**src/include/pgc_params.svh**
```systemverilog
// pgc_params.svh: offsets, field positions, reset values and timing
// counts of the peripheral clock gate control block.
// assumes: included by bare name; definitions only.
`ifndef PGC_PARAMS_SVH
`define PGC_PARAMS_SVH

// bus geometry and register byte offsets
`define PGC_ADDR_W 8
`define PGC_GATE_OFFSET 8'h00
`define PGC_STATUS_OFFSET 8'h04
`define PGC_PRESENT_OFFSET 8'h08

// gate register layout
`define PGC_GATE_RESET 16'h0000
`define PGC_IMPL_MASK 16'hFAA9
`define PGC_TIMER45_MASK 16'hC000
`define PGC_TIMER5_BIT 15
`define PGC_TIMER4_BIT 14
`define PGC_TIMER3_BIT 13
`define PGC_TIMER2_BIT 12
`define PGC_TIMER1_BIT 11
`define PGC_PWM_BIT 9
`define PGC_I2C_BIT 7
`define PGC_UART_BIT 5
`define PGC_SPI_BIT 3
`define PGC_ADC_BIT 0
`define PGC_NUM_PERIPH 10

// timing: one instruction cycle, least time, rounded up to clocks
`define PGC_CLK_PERIOD_PS 10000
`define PGC_INSTR_CYCLE_PS 10000
`define PGC_GATE_DELAY_CYC \
    ((`PGC_INSTR_CYCLE_PS + `PGC_CLK_PERIOD_PS - 1) / `PGC_CLK_PERIOD_PS)

// bus responses
`define PGC_RESP_OKAY 2'h0
`define PGC_RESP_SLVERR 2'h2
`define PGC_RESP_DECERR 2'h3

`endif

```
**src/include/pgc_pkg.sv**
```systemverilog
// pgc_pkg.sv: types of the peripheral clock gate control block.
// assumes: pgc_params.svh is on the include path.
`include "pgc_params.svh"

package pgc_pkg;

    // ----------------------------------------
    // register bus carriers
    // ----------------------------------------
    typedef struct packed {
        logic [`PGC_ADDR_W-1:0] awaddr;
        logic awvalid;
        logic [31:0] wdata;
        logic [3:0] wstrb;
        logic wvalid;
        logic bready;
        logic [`PGC_ADDR_W-1:0] araddr;
        logic arvalid;
        logic rready;
    } pgc_axil_req_type;

    typedef struct packed {
        logic awready;
        logic wready;
        logic [1:0] bresp;
        logic bvalid;
        logic arready;
        logic [31:0] rdata;
        logic [1:0] rresp;
        logic rvalid;
    } pgc_axil_rsp_type;

    // ----------------------------------------
    // gate register fields, msb first
    // ----------------------------------------
    typedef struct packed {
        logic timer5_off;
        logic timer4_off;
        logic timer3_off;
        logic timer2_off;
        logic timer1_off;
        logic unused10;
        logic pwm_off;
        logic unused8;
        logic i2c_off;
        logic unused6;
        logic uart_off;
        logic unused4;
        logic spi_off;
        logic [1:0] unused2;
        logic adc_off;
    } pgc_gate_reg_type;

    // register select from address decode
    typedef enum logic [3:0] {
        SEL_GATE = 4'h1,
        SEL_STATUS = 4'h2,
        SEL_PRESENT = 4'h4,
        SEL_NONE = 4'h8
    } pgc_sel_type;

endpackage

```
**src/design/pgc_axil_slave.sv**
```systemverilog
// pgc_axil_slave.sv: AXI4-Lite slave front end; one write and one read
// under way at most; hands simple strobes to the register file.
// assumes: master on sys_clk_i; register file answers combinationally.
`timescale 1ns/10ps
`default_nettype none
`include "pgc_params.svh"

module pgc_axil_slave (
    input wire logic sys_clk_i,
    input wire logic sys_rst_i,
    input wire pgc_pkg::pgc_axil_req_type axil_req_i,
    output pgc_pkg::pgc_axil_rsp_type axil_rsp_o,
    output logic wr_stb_o,
    output logic [`PGC_ADDR_W-1:0] wr_addr_o,
    output logic [31:0] wr_data_o,
    output logic [3:0] wr_strb_o,
    input wire logic [1:0] wr_resp_i,
    output logic rd_stb_o,
    output logic [`PGC_ADDR_W-1:0] rd_addr_o,
    input wire logic [31:0] rd_data_i,
    input wire logic [1:0] rd_resp_i
);
    // ----------------------------------------
    // write channel state
    // ----------------------------------------
    logic aw_full_q, aw_full_d, w_full_q, w_full_d;
    logic awready_q, awready_d, wready_q, wready_d, bvalid_q, bvalid_d;
    logic [`PGC_ADDR_W-1:0] awaddr_q, awaddr_d;
    logic [31:0] wdata_q, wdata_d;
    logic [3:0] wstrb_q, wstrb_d;
    logic [1:0] bresp_q, bresp_d;
    // read channel state
    logic arready_q, arready_d, rvalid_q, rvalid_d;
    logic [31:0] rdata_q, rdata_d;
    logic [1:0] rresp_q, rresp_d;

    // write: address and data in either order, then the response
    always_comb begin
        aw_full_d = aw_full_q;
        w_full_d = w_full_q;
        awaddr_d = awaddr_q;
        wdata_d = wdata_q;
        wstrb_d = wstrb_q;
        bvalid_d = bvalid_q;
        bresp_d = bresp_q;
        if (axil_req_i.awvalid && awready_q) begin
            aw_full_d = 1'b1;
            awaddr_d = axil_req_i.awaddr;
        end
        if (axil_req_i.wvalid && wready_q) begin
            w_full_d = 1'b1;
            wdata_d = axil_req_i.wdata;
            wstrb_d = axil_req_i.wstrb;
        end
        if (wr_stb_o) begin
            aw_full_d = 1'b0;
            w_full_d = 1'b0;
            bvalid_d = 1'b1;
            bresp_d = wr_resp_i;
        end else if (bvalid_q && axil_req_i.bready) begin
            bvalid_d = 1'b0;
        end
        awready_d = ~aw_full_d & ~bvalid_d;
        wready_d = ~w_full_d & ~bvalid_d;
    end

    // read: one cycle from address taken to data valid
    always_comb begin
        rvalid_d = rvalid_q;
        rdata_d = rdata_q;
        rresp_d = rresp_q;
        if (rd_stb_o) begin
            rvalid_d = 1'b1;
            rdata_d = rd_data_i;
            rresp_d = rd_resp_i;
        end else if (rvalid_q && axil_req_i.rready) begin
            rvalid_d = 1'b0;
        end
        arready_d = ~rvalid_d;
    end

    always_ff @(posedge sys_clk_i) begin
        if (sys_rst_i) begin
            aw_full_q <= 1'b0;
            w_full_q <= 1'b0;
            awready_q <= 1'b0;
            wready_q <= 1'b0;
            bvalid_q <= 1'b0;
            awaddr_q <= '0;
            wdata_q <= 32'h0000_0000;
            wstrb_q <= 4'h0;
            bresp_q <= `PGC_RESP_OKAY;
            arready_q <= 1'b0;
            rvalid_q <= 1'b0;
            rdata_q <= 32'h0000_0000;
            rresp_q <= `PGC_RESP_OKAY;
        end else begin
            aw_full_q <= aw_full_d;
            w_full_q <= w_full_d;
            awready_q <= awready_d;
            wready_q <= wready_d;
            bvalid_q <= bvalid_d;
            awaddr_q <= awaddr_d;
            wdata_q <= wdata_d;
            wstrb_q <= wstrb_d;
            bresp_q <= bresp_d;
            arready_q <= arready_d;
            rvalid_q <= rvalid_d;
            rdata_q <= rdata_d;
            rresp_q <= rresp_d;
        end
    end

    // strobes to the register file and the response channels
    assign wr_stb_o = aw_full_q & w_full_q;
    assign wr_addr_o = awaddr_q;
    assign wr_data_o = wdata_q;
    assign wr_strb_o = wstrb_q;
    assign rd_stb_o = axil_req_i.arvalid & arready_q;
    assign rd_addr_o = axil_req_i.araddr;
    assign axil_rsp_o = '{awready: awready_q, wready: wready_q, bresp: bresp_q,
                          bvalid: bvalid_q, arready: arready_q, rdata: rdata_q,
                          rresp: rresp_q, rvalid: rvalid_q};

endmodule

`default_nettype wire

```
**src/design/pgc_gate_cell.sv**
```systemverilog
// pgc_gate_cell.sv: gate for one peripheral: clock enable and register
// access qualifier, delayed from the gate bit by a fixed number of clocks.
// assumes: all inputs on sys_clk_i; the clock gate cell sits outside.
`timescale 1ns/10ps
`default_nettype none

module pgc_gate_cell #(
    parameter int DELAY = 1
) (
    input wire logic sys_clk_i,
    input wire logic sys_rst_i,
    input wire logic off_i,
    input wire logic present_i,
    input wire logic run_req_i,
    input wire logic reg_wr_i,
    output logic clk_en_o,
    output logic reg_en_o,
    output logic reg_wr_o
);
    logic [DELAY-1:0] en_pipe_q, en_pipe_d;
    logic [DELAY-1:0] acc_pipe_q, acc_pipe_d;
    logic reg_wr_q, reg_wr_d;

    // delay lines from the gate bit to the peripheral
    always_comb begin
        en_pipe_d = en_pipe_q << 1;
        acc_pipe_d = acc_pipe_q << 1;
        en_pipe_d[0] = ~off_i & present_i & run_req_i;
        acc_pipe_d[0] = ~off_i & present_i;
        reg_wr_d = reg_wr_i & acc_pipe_q[DELAY-1];
    end

    always_ff @(posedge sys_clk_i) begin
        if (sys_rst_i) begin
            en_pipe_q <= '0;
            acc_pipe_q <= '0;
            reg_wr_q <= 1'b0;
        end else begin
            en_pipe_q <= en_pipe_d;
            acc_pipe_q <= acc_pipe_d;
            reg_wr_q <= reg_wr_d;
        end
    end

    assign clk_en_o = en_pipe_q[DELAY-1];
    assign reg_en_o = acc_pipe_q[DELAY-1];
    assign reg_wr_o = reg_wr_q;

endmodule

`default_nettype wire

```
**src/design/pgc_top.sv**
```systemverilog
// pgc_top.sv: peripheral clock gate control; one software gate register
// that stops the clocks and register access of ten peripherals.
// assumes: AXI4-Lite master and all peripherals on sys_clk_i; clock gate
// cells outside take periph_clk_en_o as their enable.
//
// Notes on behaviour
// [RULE_01] a set gate bit stops every clock enable of its peripheral.
// [RULE_02] while gated off a peripheral's register writes are dropped and reads flagged invalid.
// [RULE_03] a peripheral runs only when its bit is clear and it is present in this variant.
// [RULE_04] after reset every gate bit of a present peripheral reads zero.
// [RULE_05] setting a gate bit disables its peripheral one instruction cycle later.
// [RULE_06] clearing a gate bit re-enables it one instruction cycle later if it asks to run.
// [RULE_07] gate bits sit at 15,14,13,12,11,9,7,5,3,0 for timer5..timer1, pwm, i2c, uart, spi, adc.
// [RULE_08] a gate bit of one disables its peripheral and zero enables it.
// [RULE_09] bits 10, 8, 6, 4, 2 and 1 read zero and ignore writes.
// [RULE_10] without timers 4 and 5 their bits read zero, ignore writes and gate nothing.
`timescale 1ns/10ps
`default_nettype none
`include "pgc_params.svh"

module pgc_top #(
    parameter logic [15:0] PRESENT_MASK = `PGC_IMPL_MASK,
    parameter int GATE_DELAY = `PGC_GATE_DELAY_CYC
) (
    input wire logic sys_clk_i,
    input wire logic sys_rst_i,
    input wire pgc_pkg::pgc_axil_req_type axil_req_i,
    output pgc_pkg::pgc_axil_rsp_type axil_rsp_o,
    input wire logic [`PGC_NUM_PERIPH-1:0] periph_run_req_i,
    input wire logic [`PGC_NUM_PERIPH-1:0] periph_reg_wr_i,
    output logic [`PGC_NUM_PERIPH-1:0] periph_clk_en_o,
    output logic [`PGC_NUM_PERIPH-1:0] periph_reg_en_o,
    output logic [`PGC_NUM_PERIPH-1:0] periph_reg_wr_o
);

    // ----------------------------------------
    // decode helpers
    // ----------------------------------------

    // slot index to bit position in the gate register
    function automatic int unsigned slot_pos(input int unsigned slot);
        int unsigned pos;
        pos = `PGC_ADC_BIT;
        case (slot)
            0: pos = `PGC_ADC_BIT;
            1: pos = `PGC_SPI_BIT;
            2: pos = `PGC_UART_BIT;
            3: pos = `PGC_I2C_BIT;
            4: pos = `PGC_PWM_BIT;
            5: pos = `PGC_TIMER1_BIT;
            6: pos = `PGC_TIMER2_BIT;
            7: pos = `PGC_TIMER3_BIT;
            8: pos = `PGC_TIMER4_BIT;
            9: pos = `PGC_TIMER5_BIT;
            default: pos = `PGC_ADC_BIT;
        endcase
        return pos; // RULE_07
    endfunction

    // register select from a bus address, used by both read and write
    function automatic pgc_pkg::pgc_sel_type reg_sel(input logic [`PGC_ADDR_W-1:0] addr);
        pgc_pkg::pgc_sel_type sel;
        if (addr == `PGC_GATE_OFFSET) begin
            sel = pgc_pkg::SEL_GATE;
        end else if (addr == `PGC_STATUS_OFFSET) begin
            sel = pgc_pkg::SEL_STATUS;
        end else if (addr == `PGC_PRESENT_OFFSET) begin
            sel = pgc_pkg::SEL_PRESENT;
        end else begin
            sel = pgc_pkg::SEL_NONE;
        end
        return sel;
    endfunction

    // ----------------------------------------
    // bus front end
    // ----------------------------------------
    logic wr_stb;
    logic [`PGC_ADDR_W-1:0] wr_addr;
    logic [31:0] wr_data;
    logic [3:0] wr_strb;
    logic [1:0] wr_resp;
    logic rd_stb;
    logic [`PGC_ADDR_W-1:0] rd_addr;
    logic [31:0] rd_data;
    logic [1:0] rd_resp;

    // bits that exist in this variant and can be written
    localparam logic [15:0] WRITE_MASK = PRESENT_MASK & `PGC_IMPL_MASK;

    pgc_axil_slave u_slave (
        .sys_clk_i(sys_clk_i),
        .sys_rst_i(sys_rst_i),
        .axil_req_i(axil_req_i),
        .axil_rsp_o(axil_rsp_o),
        .wr_stb_o(wr_stb),
        .wr_addr_o(wr_addr),
        .wr_data_o(wr_data),
        .wr_strb_o(wr_strb),
        .wr_resp_i(wr_resp),
        .rd_stb_o(rd_stb),
        .rd_addr_o(rd_addr),
        .rd_data_i(rd_data),
        .rd_resp_i(rd_resp)
    );

    // ----------------------------------------
    // gate register
    // ----------------------------------------
    pgc_pkg::pgc_gate_reg_type gate_q, gate_d;
    logic [15:0] gate_bits_d;

    // byte-lane write into the gate register, unimplemented bits held low
    always_comb begin
        gate_bits_d = gate_q;
        if (wr_stb && reg_sel(wr_addr) == pgc_pkg::SEL_GATE) begin
            if (wr_strb[0]) begin
                gate_bits_d[7:0] = wr_data[7:0];
            end
            if (wr_strb[1]) begin
                gate_bits_d[15:8] = wr_data[15:8];
            end
        end
        gate_d = gate_bits_d & WRITE_MASK; // RULE_09 RULE_10
    end

    always_ff @(posedge sys_clk_i) begin
        if (sys_rst_i) begin
            gate_q <= `PGC_GATE_RESET; // RULE_04
        end else begin
            gate_q <= gate_d;
        end
    end

    // write response: gate register accepts, read-only ones refuse
    always_comb begin
        wr_resp = `PGC_RESP_DECERR;
        if (reg_sel(wr_addr) == pgc_pkg::SEL_GATE) begin
            wr_resp = `PGC_RESP_OKAY;
        end else if (reg_sel(wr_addr) == pgc_pkg::SEL_STATUS) begin
            wr_resp = `PGC_RESP_SLVERR;
        end else if (reg_sel(wr_addr) == pgc_pkg::SEL_PRESENT) begin
            wr_resp = `PGC_RESP_SLVERR;
        end
    end

    // ----------------------------------------
    // per-peripheral gates
    // ----------------------------------------
    logic [`PGC_NUM_PERIPH-1:0] slot_off;
    logic [`PGC_NUM_PERIPH-1:0] slot_present;

    // one gate cell per peripheral, each picking its own register bit
    for (genvar s = 0; s < `PGC_NUM_PERIPH; s++) begin : g_slot
        assign slot_off[s] = gate_q[slot_pos(s)]; // RULE_08
        assign slot_present[s] = WRITE_MASK[slot_pos(s)]; // RULE_03 RULE_10

        pgc_gate_cell #(
            .DELAY(GATE_DELAY)
        ) u_cell (
            .sys_clk_i(sys_clk_i),
            .sys_rst_i(sys_rst_i),
            .off_i(slot_off[s]), // RULE_01 RULE_05
            .present_i(slot_present[s]), // RULE_03
            .run_req_i(periph_run_req_i[s]), // RULE_06
            .reg_wr_i(periph_reg_wr_i[s]),
            .clk_en_o(periph_clk_en_o[s]),
            .reg_en_o(periph_reg_en_o[s]), // RULE_02
            .reg_wr_o(periph_reg_wr_o[s]) // RULE_02
        );
    end

    // ----------------------------------------
    // read path
    // ----------------------------------------
    logic [15:0] run_status;

    // running peripherals reported at their gate bit positions
    always_comb begin
        run_status = 16'h0000;
        for (int unsigned s = 0; s < `PGC_NUM_PERIPH; s++) begin
            run_status[slot_pos(s)] = periph_clk_en_o[s];
        end
    end

    // read mux, 16-bit registers in the low half of the word
    always_comb begin
        rd_data = 32'h0000_0000;
        rd_resp = `PGC_RESP_OKAY;
        if (reg_sel(rd_addr) == pgc_pkg::SEL_GATE) begin
            rd_data = {16'h0000, gate_q};
        end else if (reg_sel(rd_addr) == pgc_pkg::SEL_STATUS) begin
            rd_data = {16'h0000, run_status};
        end else if (reg_sel(rd_addr) == pgc_pkg::SEL_PRESENT) begin
            rd_data = {16'h0000, WRITE_MASK};
        end else begin
            rd_resp = `PGC_RESP_DECERR;
        end
    end

    // read strobe only paces the slave; the mux is pure decode
    logic rd_stb_unused;
    assign rd_stb_unused = rd_stb;

endmodule

`default_nettype wire

```
**config.mk**
```make
export PLATFORM = sky130hd
export DESIGN_NAME = pgc_top
export DESIGN_NICKNAME = d
export VERILOG_FILES = /design/src/include/pgc_pkg.sv /design/src/design/pgc_axil_slave.sv /design/src/design/pgc_gate_cell.sv /design/src/design/pgc_top.sv
export VERILOG_INCLUDE_DIRS = /design/src /design/src/include
export SDC_FILE = /design/constraint.sdc
export NUM_CORES = 1
export LEC_CHECK = 0
export ABC_AREA = 1
export BUFFER_PORTS_ARGS = -buffer_cell sky130_fd_sc_hd__buf_2
export CELL_PAD_IN_SITES_DETAIL_PLACEMENT = 0
export CELL_PAD_IN_SITES_GLOBAL_PLACEMENT = 1
export CORE_MARGIN = 1.5
export CORE_UTILIZATION = 35
export CTS_CLUSTER_DIAMETER = 200
export DETAILED_ROUTE_END_ITERATION = 16
export HOLD_SLACK_MARGIN = 0.12
export MAX_ROUTING_LAYER = met4
export PLACE_DENSITY_LB_ADDON = 0.05
export SLEW_MARGIN = 5
export SYNTH_ARGS = -nofsm -noshare
export SYNTH_HDL_FRONTEND = slang
export SYNTH_SLANG_ARGS = --single-unit
```
**constraint.sdc**
```tcl
create_clock -name sys_clk_i -period 1.9 [get_ports sys_clk_i]
set_input_delay 0.19 -clock sys_clk_i [delete_from_list [all_inputs] [get_ports sys_clk_i]]
set_output_delay 0.19 -clock sys_clk_i [all_outputs]
set_load 0.02 [all_outputs]
```
==> summary.md, run 1 <==
| Metric | Value |
|---|---|
| CP dominant cell by count | `nor2_1` |
| Setup bufs post-CTS | `0` |
| Largest fanout on the critical path | `12` |
| Post-synth EDFFs | `0` |
| Num ports | `150` |
| Worst Tran Pin Value | `~0.53 ns` |
| VDD IR max | `0.3567 mV` |
| Hold buffer count at CTS | `39` |
| Number of global-route vias before repair | `between 2000 and 3000` |
| Die W | `101.7 um` |
| Post-synth ARST share | `0` |
| CP startpoint | `u_slave.wr_addr_o[7]` |
| Vias | `approximately 2900` |
| Resized Gates After CTS | `0` |
| RSZ-0062 raised after global routing | `no` |
| Layout cells sized above 1 | `0.2430` |
| Commonest non-fill, non-tap cells in the layout | `103 x buf_2, 95 x nor2_1, 80 x dfxtp_1` |
| Hold WC Path Type | `input port to flip-flop` |
| Drt pass-1 iters | `4` |
| Core area | `9328 sq um` |
| Post-synthesis sequential area ratio | `0.4701` |
| CTS sink count | `80` |
| Top delay family on crit path | `simple AND/OR/NAND/NOR gates` |
| Clock-pin slew on the worst setup and hold paths | `around 0.090 ns` |
| Top cells by area, synth | `dfxtp_1 47%, buf_4 13%, nor2_1 10%` |
| DR DRC count | `0` |
| Hpwl dp | `around 5400 um` |
| Final period demand of the worst path | `~1.5 ns` |
| First-pass GRT wire length | `~12000 um` |
| Power Density | `838.2 nW/um^2` |
| H-tree depth | `3` |
| Mean Syn Cell Area | `between 7 and 8 sq um` |
| Achievable frequency | `around 680 MHz` |
| Post-synth cell types | `23` |
| Final period util | `0.7792` |
| Largest area contributor in the netlist | `dfxtp_1` |
| Diode count | `0` |
| DP Worst Slack | `0.4661 ns` |
| Max Cap Viol | `0` |
| Antenna violations before repair | `0` |
| Post-Synthesis Cells | `roughly 460` |
| Synth Cell Area | `3407 sq um` |
| Aggregate global routing overflow | `0` |
| Most common cell after layout, fill and taps aside | `buf_2` |
| Port buffer count | `103` |
| Crit path max-delay cell type | `dfxtp_1` |
| Post-synth top area share | `0.4701` |
| CTS tree | `done` |
| ANT nets after route | `0` |
| Initial DRC Count | `between 50 and 60` |
| Leakage power | `2.133 nW` |
| Setup TNS | `0 ns` |
| Critical path class | `flip-flop to flip-flop` |
| Clk Latency, worst-skew pair | `~0.35 ns` |
| Die height | `about 100 um` |
| Worst Skew | `around 0.010 ns` |
| Final worst slack | `0.4195 ns` |
| Clock buffer depth | `2` |
| Gr usage total | `0.1567` |
| Startpoint Class | `flip-flop` |
| Main synth FF type | `dfxtp_1` |
| Max-slew violation count | `0` |
| Critical Path RT | `roughly 2.1 ns` |
| CP cell instances | `nor2_1, nand2_2, nor2_4, nand3_2, o21ai_1, nor2_1` |
| Slew Limit Headroom | `0.6452` |
| Row Count | `35` |
| Final Hold Viols | `0` |
| Total CTS buffers | `9` |
| CP max stage delay | `~0.32 ns` |
| DIE AREA | `roughly 10000 sq um` |
| YS warnings | `0` |
| Status | `finished clean` |
| GPL Wtd Cong | `between 0.7 and 0.8` |
| Hold Crit Start | `axil_req_i[51]` |
| RR Startpoint | `u_slave.wr_addr_o[7]` |
| Routed WL | `about 7800 um` |
| Nets | `642` |
| P&R area growth vs syn | `25.60%` |
| CP arrival | `between 1.5 and 2 ns` |
| Largest net degree at the start of global routing | `between 40 and 50` |
| Nature of the critical path endpoint | `flip-flop` |
| Via density | `4.125` |
| CP bufs+invs | `0` |
| Starting Density | `0.3653` |
| Final setup fails | `0` |
| WL/cell | `11.15 um` |
| Root Buffer Master | `clkbuf_8` |
| Number of synthesized register bits | `80` |
==> stage by stage <==
step	utilization	instances	power, mW	instance area [sq um]	hold slack [ns]
2_1_floorplan	-	478	2.209	3486	0.3105
3_3_place_gp	0.3953	642	2.269	3687	0.4071
3_5_place_dp	0.3953	642	2.274	3687	0.4115
4_1_cts	0.4588	697	3.631	4279	0.1271
5_1_grt	0.4588	697	3.770	4279	0.1641
6_report	0.4588	697	3.587	4279	0.1340
==> routing by layer <==
metal / vias to the layer above / track usage / wire length (um)
met5: - / - / 0
met4: 0 / 0.05769 / 85
met3: 7 / 0.03796 / 455
met2: 79 / 0.2456 / 3507
met1: 1255 / 0.1954 / 3725
li1: 1534 / - / -
==> power by group <==
group / internal [mW] / switching (mW)
registers: 1.76 / 0.0421
logic: 0.198 / 0.294
clock network: 0.624 / 0.671
==> cell type report <==
class / instances / area [sq um]
fillers: 1012 / 5049
flip-flops and latches: 80 / 1602
multi-input cells: 281 / 1214
repair buffers: 145 / 928.4
inverters: 46 / 172.7
well taps: 129 / 161.4
clock buffers: 9 / 123.9
clock inverters: 7 / 77.57
==> registers in the layout, indices dropped and copies added, names as in the netlist <==
register / cells
g_slot.u_cell.clk_en_o: 10
g_slot.u_cell.reg_en_o: 10
g_slot.u_cell.reg_wr_o: 10
gate_q: 10
u_slave.arready_q: 1
u_slave.aw_full_q: 1
u_slave.awready_q: 1
u_slave.bresp_q: 2
u_slave.bvalid_q: 1
u_slave.rdata_q: 10
u_slave.rresp_q: 1
u_slave.rvalid_q: 1
u_slave.w_full_q: 1
u_slave.wr_addr_o: 8
u_slave.wr_data_o: 10
u_slave.wr_strb_o: 2
u_slave.wready_q: 1
==> worst reg2reg max path: stages (launching register included) <==
cell and delay, ns:
dfxtp_1 0.32, nor2_1 0.16, nand2_2 0.10, nor2_4 0.13, nand3_2 0.29, o21ai_1 0.32
nor2_1 0.06
==> path summary, 6_finish.rpt <==
path                            slack [ns]                        end  cells after the start
worst max register to register        0.42                 gate_q[12]                      6
worst min-delay path                  0.13       u_slave.wr_addr_o[2]                      3
worst min register to register        0.41  g_slot[5].u_cell.reg_en_o                      1
worst max-delay path                  0.42                 gate_q[12]                      6
==> synth_stat cells (2+ instances only) <==
master / n
a21oi_1: 15
dfxtp_1: 80
nor2_2: 4
buf_1: 3
o21ai_1: 8
inv_1: 45
nor3_1: 2
buf_2: 2
o21ai_0: 36
nand3_2: 2
buf_4: 59
clkbuf_1: 6
nand2_2: 8
nand3_1: 11
nand2_1: 74
nor2_1: 95
==> logic make-up (layout without fill, tap and decap cells) <==
| logic type | count (synthesis) | count (layout) | share of synthesized area |
|---|---|---|---|
| and+or+nand+nor | 198 | 198 | 0.2383 |
| buffers and inverters | 117 | 207 | 0.1968 |
| DFF | 80 | 80 | 0.4701 |
| AOI/OAI and AO/OA | 61 | 61 | 0.09365 |
| other | 1 | 22 | 0.001101 |
Note: power is estimated with default switching activity, not from simulation.
==> inputs of run 2 (changes only) <==
Settings changed: CORE_UTILIZATION 35 to 32.
Clock period 1.9 ns to 1.41 ns, I/O delays scaled along.
==> run 2 against run 1 <==
  * First-iteration DRC count grew 100%
  * Via count shrank 1.0%
  * Cell count grew 2.4%
  * Design area grew 2.3%
==> summary.md, run 2 (synthesis results as in run 1) <==
| Metric | Value |
|---|---|
| Largest net degree at the start of global routing | `48` |
| Clock-pin slew on the worst setup and hold paths | `around 0.090 ns` |
| Critical path class | `flip-flop to flip-flop` |
| Status | `finished clean` |
| Final setup fails | `0` |
| Row Count | `37` |
| WL/cell | `between 10 and 15 um` |
| GPL Wtd Cong | `roughly 0.74` |
| Final period demand of the worst path | `roughly 1.3 ns` |
| Non-filler cells, final | `approximately 710` |
| Initial DRC Count | `103` |
| Via density | `roughly 4` |
| Root Buffer Master | `clkbuf_8` |
| H-tree depth | `3` |
| Hold WC Path Type | `input port to flip-flop` |
| Setup TNS | `0 ns` |
| Largest fanout on the critical path | `12` |
| Number of global-route vias before repair | `roughly 2600` |
| First-pass GRT wire length | `12500 um` |
| Num ports | `150` |
| Die W | `between 100 and 150 um` |
| Startpoint Class | `flip-flop` |
| Die height | `between 100 and 150 um` |
| P&R area growth vs syn | `28.42%` |
| Final period util | `0.9332` |
| Routed WL | `slightly below 8000 um` |
| # placed instances | `approximately 660` |
| Achievable frequency | `760.0 MHz` |
| Drt pass-1 iters | `4` |
| RSZ-0062 raised after global routing | `no` |
| Antenna violations before repair | `0` |
| Diode count | `0` |
| Total CTS buffers | `9` |
| Worst Skew | `between 0.01 and 0.015 ns` |
| DR DRC count | `0` |
| Leakage power | `2.160 nW` |
| Hpwl dp | `approximately 5500 um` |
| Aggregate global routing overflow | `0` |
| DIE AREA | `11280 sq um` |
| Commonest non-fill, non-tap cells in the layout | `103 x buf_2, 94 x nor2_1, 80 x dfxtp_1` |
| Clk Latency, worst-skew pair | `between 0.3 and 0.4 ns` |
| Vias | `around 2800` |
| ANT nets after route | `0` |
| Gr usage total | `0.1475` |
| Port buffer count | `between 100 and 150` |
| Nets | `about 650` |
| Starting Density | `0.3300` |
| Clock buffer depth | `2` |
| Nature of the critical path endpoint | `flip-flop` |
| CP arrival | `1.56 ns` |
| Filler cells | `1125` |
| Core area | `10320 sq um` |
| Critical Path RT | `around 1.7 ns` |
| Max-slew violation count | `0` |
| Power Density | `around 1100 nW/um^2` |
| CTS sink count | `80` |
| VDD IR max | `roughly 0.41 mV` |
| Final Hold Viols | `0` |
| CTS tree | `done` |
| Most common cell after layout, fill and taps aside | `buf_2` |
| Layout cells sized above 1 | `0.2561` |
| Max Cap Viol | `0` |
==> run 2: cell type report <==
cell class / instances / area, sq um / area share
Inverter: 46 / 172.7 / 0.03946
Clock inverter: 6 / 51.30 / 0.01172
Timing Repair Buffer: 155 / 1011 / 0.2311
Clock buffer: 10 / 137.6 / 0.03146
Sequential cell: 80 / 1602 / 0.3660
Tap cell: 136 / 170.2 / 0.03889
Multi-Input combinational cell: 281 / 1231 / 0.2814
==> run 2: metal layers <==
metal  up-vias  global-route usage  part of all wire
met3         9             0.02698             0.057
met2        78              0.2323              0.44
met5         -                   -                 0
li1       1554                   -                 -
met1      1205              0.1840              0.49
met4         0             0.06660             0.013
==> run 2: report_power, final <==
part,internal [mW],switching (mW),total (mW)
sequential,2.37,0.0563,2.43
combinational,0.285,0.398,0.683
clock,0.712,0.916,1.63
==> run 2: path summary, 6_finish.rpt <==
path	slack (ns)	end	cells past startpoint	from
min	0.20	u_slave.awready_q	4	axil_req_i[48]
max reg2reg	0.09	gate_q[15]	5	u_slave.w_full_q
max	0.09	gate_q[15]	5	u_slave.w_full_q
min reg2reg	0.41	g_slot[7].u_cell.reg_en_o	1	gate_q[13]
==> run 2: worst max-delay path, stage by stage (launching register included) <==
cell and delay, ns:
dfxtp_1 0.36, nand2_1 0.12, nor2_2 0.22, nand3_4 0.22, o21ai_1 0.25, nor2_1 0.06
==> run 2: per-stage QoR <==
step	total power, mW	cell area [sq um]	setup slack [ns]	utilization	hold WS, ns
finish	4.737	4375	0.09420	0.4238	0.2017
CTS	4.825	4368	0.06606	0.4231	0.1966
global route	5.016	4375	0.0001381	0.4238	0.2526
global placement	3.070	3749	-0.06828	0.3631	0.3582
floorplan	2.976	3486	0.3011	-	0.2615
detailed placement	3.076	3749	-0.05448	0.3631	0.3635
==> run 2: repair_timing <==
action / 4_1_cts / 5_1_grt
pin swaps: 0 / 0
hold buffers: 42 / 0
endpoints found under the hold margin: 43 / 0
setup endpoints to repair: 12 / 1
buffers inserted: 0 / 0
resized for setup: 2 / 2
